<file path="config.mk">
export PLATFORM = sky130hd
export DESIGN_NAME = rear_module_mstate_proxy
export DESIGN_NICKNAME = d
export VERILOG_FILES = /design/src/inc/rear_module_pkg.sv /design/src/rear_module_mstate_proxy.sv
export SDC_FILE = /design/constraint.sdc
export NUM_CORES = 1
export LEC_CHECK = 0
export BUFFER_PORTS_ARGS = -buffer_cell sky130_fd_sc_hd__buf_2
export CAP_MARGIN = 20
export CORE_MARGIN = 2
export CORE_UTILIZATION = 35
export DETAILED_ROUTE_END_ITERATION = 16
export PLACE_DENSITY = 0.62
export SYNTH_ARGS = -nofsm -noshare
export SYNTH_HDL_FRONTEND = slang
export SYNTH_SLANG_ARGS = --single-unit
</file>
<file path="constraint.sdc">
create_clock -name mclk -period 1.95 [get_ports mclk]
set_clock_uncertainty 0.15 [all_clocks]
set_input_delay 0.39 -clock mclk [delete_from_list [all_inputs] [get_ports mclk]]
set_output_delay 0.39 -clock mclk [all_outputs]
set_load 0.005 [all_outputs]
</file>
<file path="src/inc/rear_module_pkg.sv">
package rear_module_pkg;

  typedef enum logic [2:0] {M0, M1, M2, M3, M4} mstate_t;

  typedef enum logic [2:0] {
    OP_ACTIVATE, OP_DEACTIVATE, OP_COLD_RESET, OP_POWER_QUERY,
    OP_POWER_GRANT, OP_SENSOR_READ, OP_RECORD_READ, OP_SET_PORT
  } op_t;

  typedef struct packed {
    logic        valid;
    op_t         op;
    logic [7:0]  fru;
    logic [3:0]  index;
    logic [15:0] data;
  } cmd_t;

  typedef struct packed {
    logic        valid;
    logic [7:0]  cc;
    logic [15:0] data;
  } rsp_t;

  // sensor 0: 12 V rail in mV, 1: 3.3 V rail in mV, 2/3: diode temps in deg C
  typedef struct packed {
    logic               valid;
    logic [1:0]         sensor;
    logic signed [15:0] value;
  } sample_t;

  typedef struct packed {
    logic    valid;
    mstate_t from_state;
    mstate_t to_state;
  } msg_t;

  // status bits: [2] upper critical, [1] upper non-critical, [0] lower critical
  typedef logic [2:0] status_t;

  typedef struct packed {
    logic       valid;
    logic [1:0] sensor;
    status_t    status;
  } event_t;

  localparam int      NUM_SENSORS = 4;
  localparam logic [1:0] SNS_12V  = 2'h0;
  localparam logic [1:0] SNS_3V3  = 2'h1;
  localparam int      BIT_LC = 0;
  localparam int      BIT_UNC = 1;
  localparam int      BIT_UC = 2;

  localparam logic signed [15:0] V12_LC_MV  = 16'sd10710;
  localparam logic signed [15:0] V12_UC_MV  = 16'sd13100;
  localparam logic signed [15:0] V3_LC_MV   = 16'sd3100;
  localparam logic signed [15:0] V3_UC_MV   = 16'sd3470;
  localparam logic signed [15:0] TEMP_LC_C  = -16'sd5;
  localparam logic signed [15:0] TEMP_UNC_C = 16'sd70;
  localparam logic signed [15:0] TEMP_UC_C  = 16'sd75;

  localparam logic [7:0]  RM_FRU_ID     = 8'h04;
  localparam logic [15:0] RM_POWER_DW   = 16'h0032;
  localparam logic [7:0]  CC_OK         = 8'h00;
  localparam logic [7:0]  CC_INVALID    = 8'hc1;
  localparam logic [7:0]  CC_OUT_RANGE  = 8'hc9;
  localparam logic [7:0]  CC_NOT_FOUND  = 8'hcb;
  localparam status_t     STATUS_CLEAR  = 3'h0;

endpackage

</file>
<file path="src/rear_module_mstate_proxy.sv">
module rear_module_mstate_proxy
  import rear_module_pkg::*;
#(
  parameter int REC_WORDS = 16
) (
  input  wire logic            mclk,
  input  wire logic            rst_n,
  input  wire logic            board_inserted,
  input  wire mstate_t         host_state,
  input  wire logic            rear_present,
  input  wire logic            handle_open_host,
  input  wire logic            handle_open_rear,
  input  wire cmd_t            cmd,
  input  wire sample_t         sample,
  input  wire logic            rec_ack,
  input  wire logic [15:0]     rec_data,
  output logic                 rec_req,
  output logic [$clog2(REC_WORDS)-1:0] rec_addr,
  output rsp_t                 rsp,
  output msg_t                 msg,
  output event_t               sensor_event,
  output mstate_t              rear_state,
  output logic                 scan_enable,
  output logic                 removal_request,
  output logic                 rear_fault,
  output logic                 rear_out_of_service
);

  // record address width follows the image size
  localparam int AW = $clog2(REC_WORDS);
  localparam logic [AW-1:0] LAST_ADDR = AW'(REC_WORDS - 1);

  // reset release through two flops so every flop reset by rst_sync_q leaves reset on the same edge
  logic rst_meta_q, rst_sync_q;
  always_ff @(posedge mclk or negedge rst_n) begin
    if (!rst_n) begin
      rst_meta_q <= 1'b0;
      rst_sync_q <= 1'b0;
    end else begin
      rst_meta_q <= 1'b1;
      rst_sync_q <= rst_meta_q;
    end
  end

  // pins from the rear connector and handles are asynchronous to mclk
  // board_inserted and host_state come from logic on mclk and skip this
  logic [2:0] pin_meta_q, pin_sync_q;
  always_ff @(posedge mclk or negedge rst_sync_q) begin
    if (!rst_sync_q) begin
      pin_meta_q <= 3'h0;
      pin_sync_q <= 3'h0;
    end else begin
      pin_meta_q <= {rear_present, handle_open_host, handle_open_rear};
      pin_sync_q <= pin_meta_q;
    end
  end

  // either switch alone asks for removal of the pair
  logic present_s, handle_open_s;
  assign present_s     = pin_sync_q[2];
  assign handle_open_s = pin_sync_q[1] | pin_sync_q[0];

  // command decode; commands for other units are not ours and get no answer
  logic for_us, cold_reset;
  assign for_us     = cmd.valid && (cmd.fru == RM_FRU_ID);
  assign cold_reset = for_us && (cmd.op == OP_COLD_RESET);

  // threshold check per sensor kind
  function automatic status_t classify(input logic [1:0] sel, input logic signed [15:0] v);
    status_t s;
    s = STATUS_CLEAR;
    unique case (sel)
      SNS_12V: begin
        s[BIT_LC] = v < V12_LC_MV;
        s[BIT_UC] = v > V12_UC_MV;
      end
      SNS_3V3: begin
        s[BIT_LC] = v < V3_LC_MV;
        s[BIT_UC] = v > V3_UC_MV;
      end
      default: begin
        s[BIT_LC]  = v < TEMP_LC_C;
        s[BIT_UNC] = v > TEMP_UNC_C;
        s[BIT_UC]  = v > TEMP_UC_C;
      end
    endcase
    return s;
  endfunction

  // ---------------- state, record load and status group ----------------
  mstate_t               state_q, state_d;
  logic                  loaded_q, loaded_d;
  logic                  req_q, req_d;
  logic [AW-1:0]         addr_q, addr_d;
  logic [15:0]           rec_q [REC_WORDS];
  logic [15:0]           rec_d [REC_WORDS];
  status_t               sts_q [NUM_SENSORS];
  status_t               sts_d [NUM_SENSORS];
  msg_t                  msg_q, msg_d;
  event_t                evt_q, evt_d;
  rsp_t                  rsp_q, rsp_d;
  logic                  fault_q, fault_d;
  logic                  oos_q, oos_d;
  logic                  remove_q, remove_d;
  logic                  scan_q, scan_d;

  // one next-value process for the group; state, load, records and status hold unless told otherwise, event, answer and message default to zero
  always_comb begin
    status_t s;
    logic    any_crit;
    state_d  = state_q;
    loaded_d = loaded_q;
    req_d    = req_q;
    addr_d   = addr_q;
    rec_d    = rec_q;
    sts_d    = sts_q;
    evt_d    = '0;
    rsp_d    = '0;
    s        = STATUS_CLEAR;
    any_crit = 1'b0;
    remove_d = handle_open_s;

    // hot-swap sequence
    unique case (state_q)
      M0: begin
        // without a rear module nothing is loaded and we wait here
        if (board_inserted && present_s) begin
          state_d = M1;
          req_d   = 1'b1;
          addr_d  = '0;
        end
      end
      M1: begin
        // a half-loaded image must not be served, so the load gates the move
        if (loaded_q && host_state == M4 && !handle_open_s) begin
          state_d = M2;
        end
      end
      M2: begin
        // deactivation and removal win over a same-cycle activation
        if (handle_open_s || (for_us && cmd.op == OP_DEACTIVATE)) begin
          state_d = M1;
        end else if (for_us && cmd.op == OP_ACTIVATE) begin
          state_d = M3;
        end
      end
      M3: begin
        // wait here for the shelf to grant the budget
        if (handle_open_s || (for_us && cmd.op == OP_DEACTIVATE)) begin
          state_d = M1;
        end else if (for_us && cmd.op == OP_POWER_GRANT) begin
          state_d = M4;
        end
      end
      M4: begin
        // active until told to leave or a handle opens
        if (handle_open_s || (for_us && cmd.op == OP_DEACTIVATE)) begin
          state_d = M1;
        end
      end
      default: state_d = M0;
    endcase

    // merged records arrive one word per acknowledge while in M1
    // the image is fetched once per move from M0 to M1 and kept until M0
    if (req_q && rec_ack) begin
      rec_d[addr_q] = rec_data;
      if (addr_q == LAST_ADDR) begin
        req_d    = 1'b0;
        loaded_d = 1'b1;
      end else begin
        addr_d = addr_q + AW'(1);
      end
    end

    // sensors are scanned only in M4; events on any status change
    if (state_q == M4 && sample.valid) begin
      s = classify(sample.sensor, sample.value);
      sts_d[sample.sensor] = s;
      // an unchanged status raises no event, so a stuck reading is reported once
      if (s != sts_q[sample.sensor]) begin
        evt_d.valid  = 1'b1;
        evt_d.sensor = sample.sensor;
        evt_d.status = s;
      end
    end
    // leaving M4 forgets every status so the next activation starts clean
    if (state_q != M4) begin
      for (int i = 0; i < NUM_SENSORS; i++) begin
        sts_d[i] = STATUS_CLEAR;
      end
    end

    // command answers, one cycle after the command
    if (for_us) begin
      // every command for our unit is answered, even one that changes nothing
      rsp_d.valid = 1'b1;
      rsp_d.cc    = CC_OK;
      unique case (cmd.op)
        OP_POWER_QUERY: rsp_d.data = RM_POWER_DW;
        OP_SENSOR_READ: begin
          // switched-off sensors look absent rather than stale
          if (state_q != M4 || cmd.index >= 4'(NUM_SENSORS)) begin
            rsp_d.cc = CC_NOT_FOUND;
          end else begin
            rsp_d.data = 16'(sts_q[cmd.index[1:0]]);
          end
        end
        OP_RECORD_READ: begin
          // an unloaded image reads as out of range, never as old words
          if (!loaded_q || 32'(cmd.index) >= REC_WORDS) begin
            rsp_d.cc = CC_OUT_RANGE;
          end else begin
            rsp_d.data = rec_q[cmd.index[AW-1:0]];
          end
        end
        OP_SET_PORT: rsp_d.cc = CC_INVALID;
        default: rsp_d.cc = CC_OK;
      endcase
    end

    // insertion loss, presence loss and cold reset all restart from M0
    // records are only marked stale here; the words stay until overwritten
    if (!board_inserted || !present_s || cold_reset) begin
      state_d  = M0;
      loaded_d = 1'b0;
      req_d    = 1'b0;
      addr_d   = '0;
      evt_d    = '0;
      for (int i = 0; i < NUM_SENSORS; i++) begin
        sts_d[i] = STATUS_CLEAR;
      end
    end

    // transition report; lost message would desync the shelf's view
    msg_d = '0;
    if (state_d != state_q) begin
      msg_d.valid      = 1'b1;
      msg_d.from_state = state_q;
      msg_d.to_state   = state_d;
    end

    // failure feed: rear faults count only while the module is present
    for (int i = 0; i < NUM_SENSORS; i++) begin
      any_crit = any_crit | sts_q[i][BIT_LC] | sts_q[i][BIT_UC];
    end
    fault_d = present_s && (any_crit || handle_open_s);
    oos_d   = present_s && state_q != M4;

    // scan enable is registered so the pin never carries decode glitches
    scan_d = (state_d == M4);
  end

  // registers only; all decisions are taken in the process above
  always_ff @(posedge mclk or negedge rst_sync_q) begin
    if (!rst_sync_q) begin
      state_q  <= M0;
      loaded_q <= 1'b0;
      req_q    <= 1'b0;
      addr_q   <= '0;
      msg_q    <= '0;
      evt_q    <= '0;
      rsp_q    <= '0;
      fault_q  <= 1'b0;
      oos_q    <= 1'b0;
      remove_q <= 1'b0;
      scan_q   <= 1'b0;
      // sensor status restarts clear, as after a cold reset
      for (int i = 0; i < NUM_SENSORS; i++) begin
        sts_q[i] <= STATUS_CLEAR;
      end
    end else begin
      state_q  <= state_d;
      loaded_q <= loaded_d;
      req_q    <= req_d;
      addr_q   <= addr_d;
      msg_q    <= msg_d;
      evt_q    <= evt_d;
      rsp_q    <= rsp_d;
      fault_q  <= fault_d;
      oos_q    <= oos_d;
      remove_q <= remove_d;
      scan_q   <= scan_d;
      sts_q    <= sts_d;
    end
  end

  // record store has no reset: loaded_q gates every read of it
  always_ff @(posedge mclk) begin
    rec_q <= rec_d;
  end

  // every output is a plain copy of a flop
  assign rec_req             = req_q;
  assign rec_addr            = addr_q;
  assign rsp                 = rsp_q;
  assign msg                 = msg_q;
  assign sensor_event        = evt_q;
  assign rear_state          = state_q;
  assign scan_enable         = scan_q;
  assign removal_request     = remove_q;
  assign rear_fault          = fault_q;
  assign rear_out_of_service = oos_q;

endmodule

</file>
==> results of run 1 <==
-- logic make-up after synthesis --
logic type / after synthesis / share of synthesized area [%]
simple gates: 159 / 6.710
mux: 90 / 15.29
fa+ha+maj: 4 / 0.3813
xor+xnor: 4 / 0.3241
flops: 322 / 71.14
buf+inv: 51 / 2.144
other cells: 2 / 0.05721
compound gates: 77 / 3.956
-- through the flow --
step / util (%) / area (um^2) / total power (uW) / cells / hold slack, ps
finish: 44.23 / 16270 / 14430 / 1410 / 20.01
global route: 44.22 / 16270 / 14930 / 1409 / 21.01
CTS: 44.09 / 16220 / 14550 / 1408 / 0.1508
detailed placement: 41.00 / 15080 / 8367 / 1342 / 26.45
global placement: 41.00 / 15080 / 8352 / 1342 / 24.77
floorplan: - / 13210 / 8026 / 711 / -55.59
-- state kept, by name, summed over array words and instances, names as in the netlist --
signal               count
rec_q                  256
rsp                     20
sts_q                   12
msg                      7
sensor_event             6
rec_addr                 4
pin_meta_q               3
pin_sync_q               3
rear_state               3
loaded_q                 1
rear_fault               1
rear_out_of_service      1
rec_req                  1
removal_request          1
rst_meta_q               1
rst_sync_q               1
scan_enable              1
-- critical path, stage by stage, from the launching register on --
cell	delay, ps
dfrtp_1	380
mux4_2	490
buf_6	140
or3_4	340
nand4_1	210
a311oi_2	130
-- power groups by stage --
stage / registers, uW / clock network (uW) / logic, uW
3_5_place_dp: 7600 / 0 / 763
6_report: 7460 / 6200 / 768
5_1_grt: 7460 / 6630 / 839
4_1_cts: 7460 / 6320 / 771
3_3_place_gp: 7600 / 0 / 748
2_1_floorplan: 7610 / 0 / 414
-- what timing repair did --
| action | 4_1_cts | 5_1_grt |
|---|---|---|
| hold endpoints to repair | 5 | 0 |
| resized for setup | 1 | 9 |
| endpoints found under the setup margin | 6 | 8 |
| pin swaps | 4 | 4 |
| setup buffers | 3 | 0 |
| hold buffers | 4 | 0 |
-- worst max-delay path by stage --
stage / slack, ps / cells past startpoint / from / to
2_1_floorplan: -220 / 7 / cmd[16] / rsp[0]
3_3_place_gp: -330 / 6 / cmd[16] / rsp[0]
3_5_place_dp: -340 / 5 / cmd[16] / rsp[14]
4_1_cts: -20 / 5 / sts_q[0] / sensor_event[4]
5_1_grt: -120 / 5 / sts_q[0] / sensor_event[4]
6_report: -30 / 5 / sts_q[0] / sensor_event[4]
-- layer usage --
layer  up-vias  share of wire [%]
li1       3299                  -
met1      3792                 42
met2       204                 50
met3        46                5.7
met4         2                1.8
met5         -              0.036
-- synthesized netlist by cell type (3+ instances only) --
cell type,number,area share (%)
a211oi_1,7,0.40
a21oi_1,17,0.65
a31oi_1,7,0.33
and2_1,22,1.0
and3_1,15,0.71
buf_1,5,0.14
buf_2,10,0.38
buf_4,6,0.34
buf_6,3,0.26
clkbuf_1,15,0.43
dfrtp_1,66,13
edfxtp_1,256,59
ha_1,4,0.38
inv_1,8,0.23
mux2i_1,4,0.31
mux4_1,8,1.6
mux4_2,78,13
nand2_1,21,0.60
nand2b_1,5,0.24
nand3_1,14,0.53
nand3b_1,4,0.23
nand4_1,5,0.24
nor2_1,27,0.77
nor2b_1,5,0.24
nor3_1,14,0.53
nor3b_1,7,0.40
nor4_1,8,0.38
o211ai_1,4,0.23
o21a_1,4,0.23
o21ai_0,10,0.38
o21ai_1,5,0.19
-- layout make-up --
type | instances | area [um^2] | area share (%)
Sequential cell | 322 | 9343 | 57.43
Multi-Input combinational cell | 338 | 3587 | 22.05
Timing Repair Buffer | 211 | 1640 | 10.08
Clock buffer | 50 | 950.9 | 5.845
Tap cell | 468 | 585.6 | 3.599
Clock inverter | 9 | 120.1 | 0.7383
Inverter | 10 | 37.54 | 0.2307
Antenna cell | 2 | 5.005 | 0.03076
==> results.sh, run 1 <==
export IMPL_viasPerCell=5.208
export IMPL_required_ps=2170
export IMPL_p_comb_share_pct=5.3
export IMPL_max_freq_mhz=504.1
export IMPL_whs_path_depth=3
export IMPL_power_density_nw_per_um2=886.8
export IMPL_gp_congestion=0.8339
export IMPL_synthCells=709
export IMPL_cp_start_kind="flop"
export IMPL_critPathKind="flop to flop"
export IMPL_clk_latency_ps=520
export IMPL_numCtsBuffers=34
export IMPL_drt_initial_drc_count=380
export IMPL_avgSynthCellArea_um2=18.52
export IMPL_layout_drive_gt1_share_pct=37.23
export IMPL_synth_ff_type="edfxtp_1"
export IMPL_clkTransAtPathRegs_ps=60
export IMPL_swShare_pct=20.42
export IMPL_min_from="sample[18]"
export IMPL_rr_startpoint="sts_q[0]"
export IMPL_violations="setup timing"
export IMPL_antenna_found_initial=3
export IMPL_ff2ff_path_depth=5
export IMPL_cts_tree="done"
export IMPL_status="finished with violations"
export IMPL_hold_class="input port to flop"
export IMPL_syn_area_um2=13130
export IMPL_nFillCells=3241
export IMPL_hpwl_mm=18.65
export IMPL_vias=7343
export IMPL_design_die_area_um2=39070
export IMPL_netSwitchingPower_uw=2946
export IMPL_min_period_ps=1984
export IMPL_antenna_left=0
export IMPL_rows=70
export IMPL_final_common_cell="edfxtp_1"
export IMPL_r2r_end="sensor_event[4]"
export IMPL_io_buffers=107
export IMPL_ff2ff_setup_slack_ps=-30
export IMPL_crit_path_max_fanout=5
export IMPL_power_leakage_uw=0.005930
export IMPL_fp_dieH_um=197.7
export IMPL_grt_pass1_wl_mm=45.87
export IMPL_slew_violations=0
export IMPL_htreeDepth=2
export IMPL_pre_cts_slack_ps=-338.6
export IMPL_ios=127
export IMPL_synth_edff_count=256
export IMPL_clockBufferDepth=3
export IMPL_grt_pass1_vias=7551
export IMPL_end_kind="flop"
export IMPL_dieWidth_um=197.7
export IMPL_post_route_period_util_pct=101.7
export IMPL_ir_drop_v=0.0007722
export IMPL_ys_seq_elements=322
export IMPL_p_clk_share_pct=43.0
export IMPL_fin_ws_ps=-33.69
export IMPL_layout_nets=998
export IMPL_cts_sinks=322
export IMPL_grt_max_degree=42
export IMPL_yosysSeqAreaShare_pct=71.14
export IMPL_gr_total_overflow=0
export IMPL_wl_mm=30.34
export IMPL_gr_usage_met3_pct=3.159
export IMPL_yosysWarnings=0
export IMPL_async_reset_ff_share_pct=20.50
export IMPL_coreArea_um2=36790
export IMPL_grt_use_met1_pct=20.81
export IMPL_mostFrequentLayoutCells="edfxtp_1 (256), buf_2 (106), mux4_2 (82), buf_4 (74), dfrtp_1 (65)"
export IMPL_wl_per_cell_um=21.52
export IMPL_area_growth_pct=23.93
export IMPL_setup_viol=5
export IMPL_seqPwrFrac_pct=51.7
export IMPL_cap_violations=0
export IMPL_setup_tns_final_ps=-67.03
export IMPL_hold_path_endpoint="sensor_event[2]"
export IMPL_rsz0062_at_grt="true"
export IMPL_cts_root_buffer="clkbuf_16"
export IMPL_synth_cell_types=64
export IMPL_track_usage_pct=15.81
export IMPL_arrival_ps=2210
export IMPL_use_met2_pct=27.00
export IMPL_dr_pass1_iters=5
export IMPL_hold_viol_final=0
export IMPL_busiest_layer="met2"
export IMPL_p_int_uw=11480
export IMPL_start_util_pct=35.69
export IMPL_drc_errors=0
Note: power is estimated with default switching activity, not from simulation.
==> inputs of run 2 (changes only) <==
- CELL_PAD_IN_SITES_DETAIL_PLACEMENT: default -> 1
- CELL_PAD_IN_SITES_GLOBAL_PLACEMENT: default -> 1
- PLACE_DENSITY: 0.62 -> 0.66
- clock period: 1.95 -> 2.45 ns (I/O delays scaled with it)
==> run 2 against run 1 <==
The run now ends clean. Sequential share of layout area rose by 2.3 points. Cell count decreased by 3.0%. Critical path depth decreased by 1. First-iteration DRC count rose by 26%.
==> results.sh, run 2 (same netlist as run 1, synthesis figures left out) <==
export IMPL_status="finished clean"
export IMPL_cp_start_kind="flop"
export IMPL_start_util_pct=35.69
export IMPL_antenna_found_initial=2
export IMPL_clk_latency_ps=590
export IMPL_rows=70
export IMPL_slew_headroom_pct=59.12
export IMPL_critPathKind="flop to flop"
export IMPL_fp_dieH_um=197.7
export IMPL_io_buffers=107
export IMPL_hold_viol_final=0
export IMPL_clockBufferDepth=3
export IMPL_ios=127
export IMPL_vias=7236
export IMPL_ctsResizeCount=0
export IMPL_drt_initial_drc_count=480
export IMPL_grt_pass1_wl_mm=47.87
export IMPL_power_leakage_uw=0.005661
export IMPL_end_kind="flop"
export IMPL_cts_sinks=322
export IMPL_setup_viol=0
export IMPL_viasPerCell=5.293
export IMPL_cts_tree="done"
export IMPL_wl_mm=31.81
export IMPL_fin_util_pct=42.55
export IMPL_crit_path_top_delay_cell="mux4_2"
export IMPL_rsz0062_at_grt="false"
export IMPL_power_density_nw_per_um2=711.1
export IMPL_htreeDepth=1
export IMPL_design_die_area_um2=39070
export IMPL_grt_max_degree=46
export IMPL_ir_drop_v=0.0006763
export IMPL_required_ps=2730
export IMPL_dr_pass1_iters=5
export IMPL_regMostFlops="rec_q"
export IMPL_gr_total_overflow=0
export IMPL_mostFrequentLayoutCells="edfxtp_1 (256), buf_2 (106), mux4_2 (78), dfrtp_1 (65), buf_4 (47)"
export IMPL_min_period_ps=2158
export IMPL_gp_congestion=0.7930
export IMPL_worst_slew_pin_slew_ps=613.1
export IMPL_cpPeakStageDelay_ps=540
export IMPL_antenna_left=0
export IMPL_hold_class="input port to flop"
export IMPL_numCtsBuffers=31
export IMPL_placed_area_um2=14640
export IMPL_slew_violations=0
export IMPL_cts_root_buffer="clkbuf_16"
export IMPL_use_met2_pct=29.09
export IMPL_layout_nets=955
export IMPL_clkTransAtPathRegs_ps=60
export IMPL_grt_use_met1_pct=21.30
export IMPL_area_growth_pct=19.24
export IMPL_grt_pass1_vias=7642
export IMPL_wl_per_cell_um=23.27
export IMPL_largest_reg_flops=256
export IMPL_cts_setup_buffers=0
export IMPL_busiest_layer="met2"
export IMPL_drc_errors=0
export IMPL_max_freq_mhz=463.4
export IMPL_arrival_ps=2440
export IMPL_cap_violations=0
export IMPL_post_route_period_util_pct=88.08
export IMPL_crit_path_max_fanout=5
export IMPL_layout_drive_gt1_share_pct=32.52
export IMPL_final_common_cell="edfxtp_1"
export IMPL_track_usage_pct=16.50
export IMPL_coreArea_um2=36790
export IMPL_hpwl_mm=19.60
export IMPL_final_area_um2=15650
export IMPL_gr_usage_met3_pct=3.278
export IMPL_dieWidth_um=197.7
export IMPL_worstPathCellList="mux4_2 -> or4_1 -> nand4_1 -> a311oi_1"
[run 2: changes by cell type in the layout (fill, tap and decap cells not counted), moves of 4 or more]
cell,delta
mux4_1,+4
buf_12,-10
buf_4,-27
mux4_2,-4
[run 2: worst paths after layout]
path,startpoint,end,slack [ps],depth (start not counted)
max reg2reg,sts_q[3],sensor_event[4],290,4
min,sample[18],sensor_event[3],60,3
min reg2reg,rst_sync_q,rsp[6],100,0
min in group asynchronous,rst_n,rst_meta_q,70,2
max in group asynchronous,rst_sync_q,rsp[4],1460,1
max,sts_q[3],sensor_event[4],290,4
[run 2: layout make-up]
cell class | instances | area, um^2
antenna | 1 | 2.502
clock buffer | 41 | 823.3
clock inverter | 16 | 143.9
fill | 3609 | 21130
inverter | 10 | 37.54
multi-input combinational | 338 | 3515
sequential | 322 | 9343
tap | 468 | 585.6
timing repair buffer | 171 | 1204
[run 2: through the flow]
step	TNS (ps)	worst slack (ps)	hold slack [ps]	instances	total power, uW
6_report	0	292.1	62.95	1367	11130
2_1_floorplan	0	83.25	44.41	711	6376
4_1_cts	0	295.7	33.49	1366	11250
3_3_place_gp	-34.41	-32.32	118.0	1305	6611
3_5_place_dp	-98.79	-45.30	121.5	1305	6627
5_1_grt	0	212.8	46.56	1366	11490
[run 2: worst max-delay path: cells and delay by family (launching register included)]
family             cells  cell delay (ps)
and+or+nand+nor        2              760
muxes                  1              540
AOI/OAI and AO/OA      1              130
DFF                    1              430
[run 2: metal layers]
| layer | vias up | part of all wire (%) |
|---|---|---|
| met5 | - | 0.041 |
| met4 | 2 | 1.9 |
| met3 | 46 | 5.4 |
| met2 | 183 | 51 |
| met1 | 3802 | 42 |
| li1 | 3203 | - |
[run 2: what timing repair did]
action | in CTS | in global routing
endpoints found under the hold margin | 5 | 0
endpoints found under the setup margin | 0 | 0
hold buffers | 4 | 0
[run 2: power by group]
group / switching [uW] / internal, uW
Combinational: 306 / 264
Sequential: 17.1 / 5920
Clock: 2040 / 2580
Total: 2370 / 8760
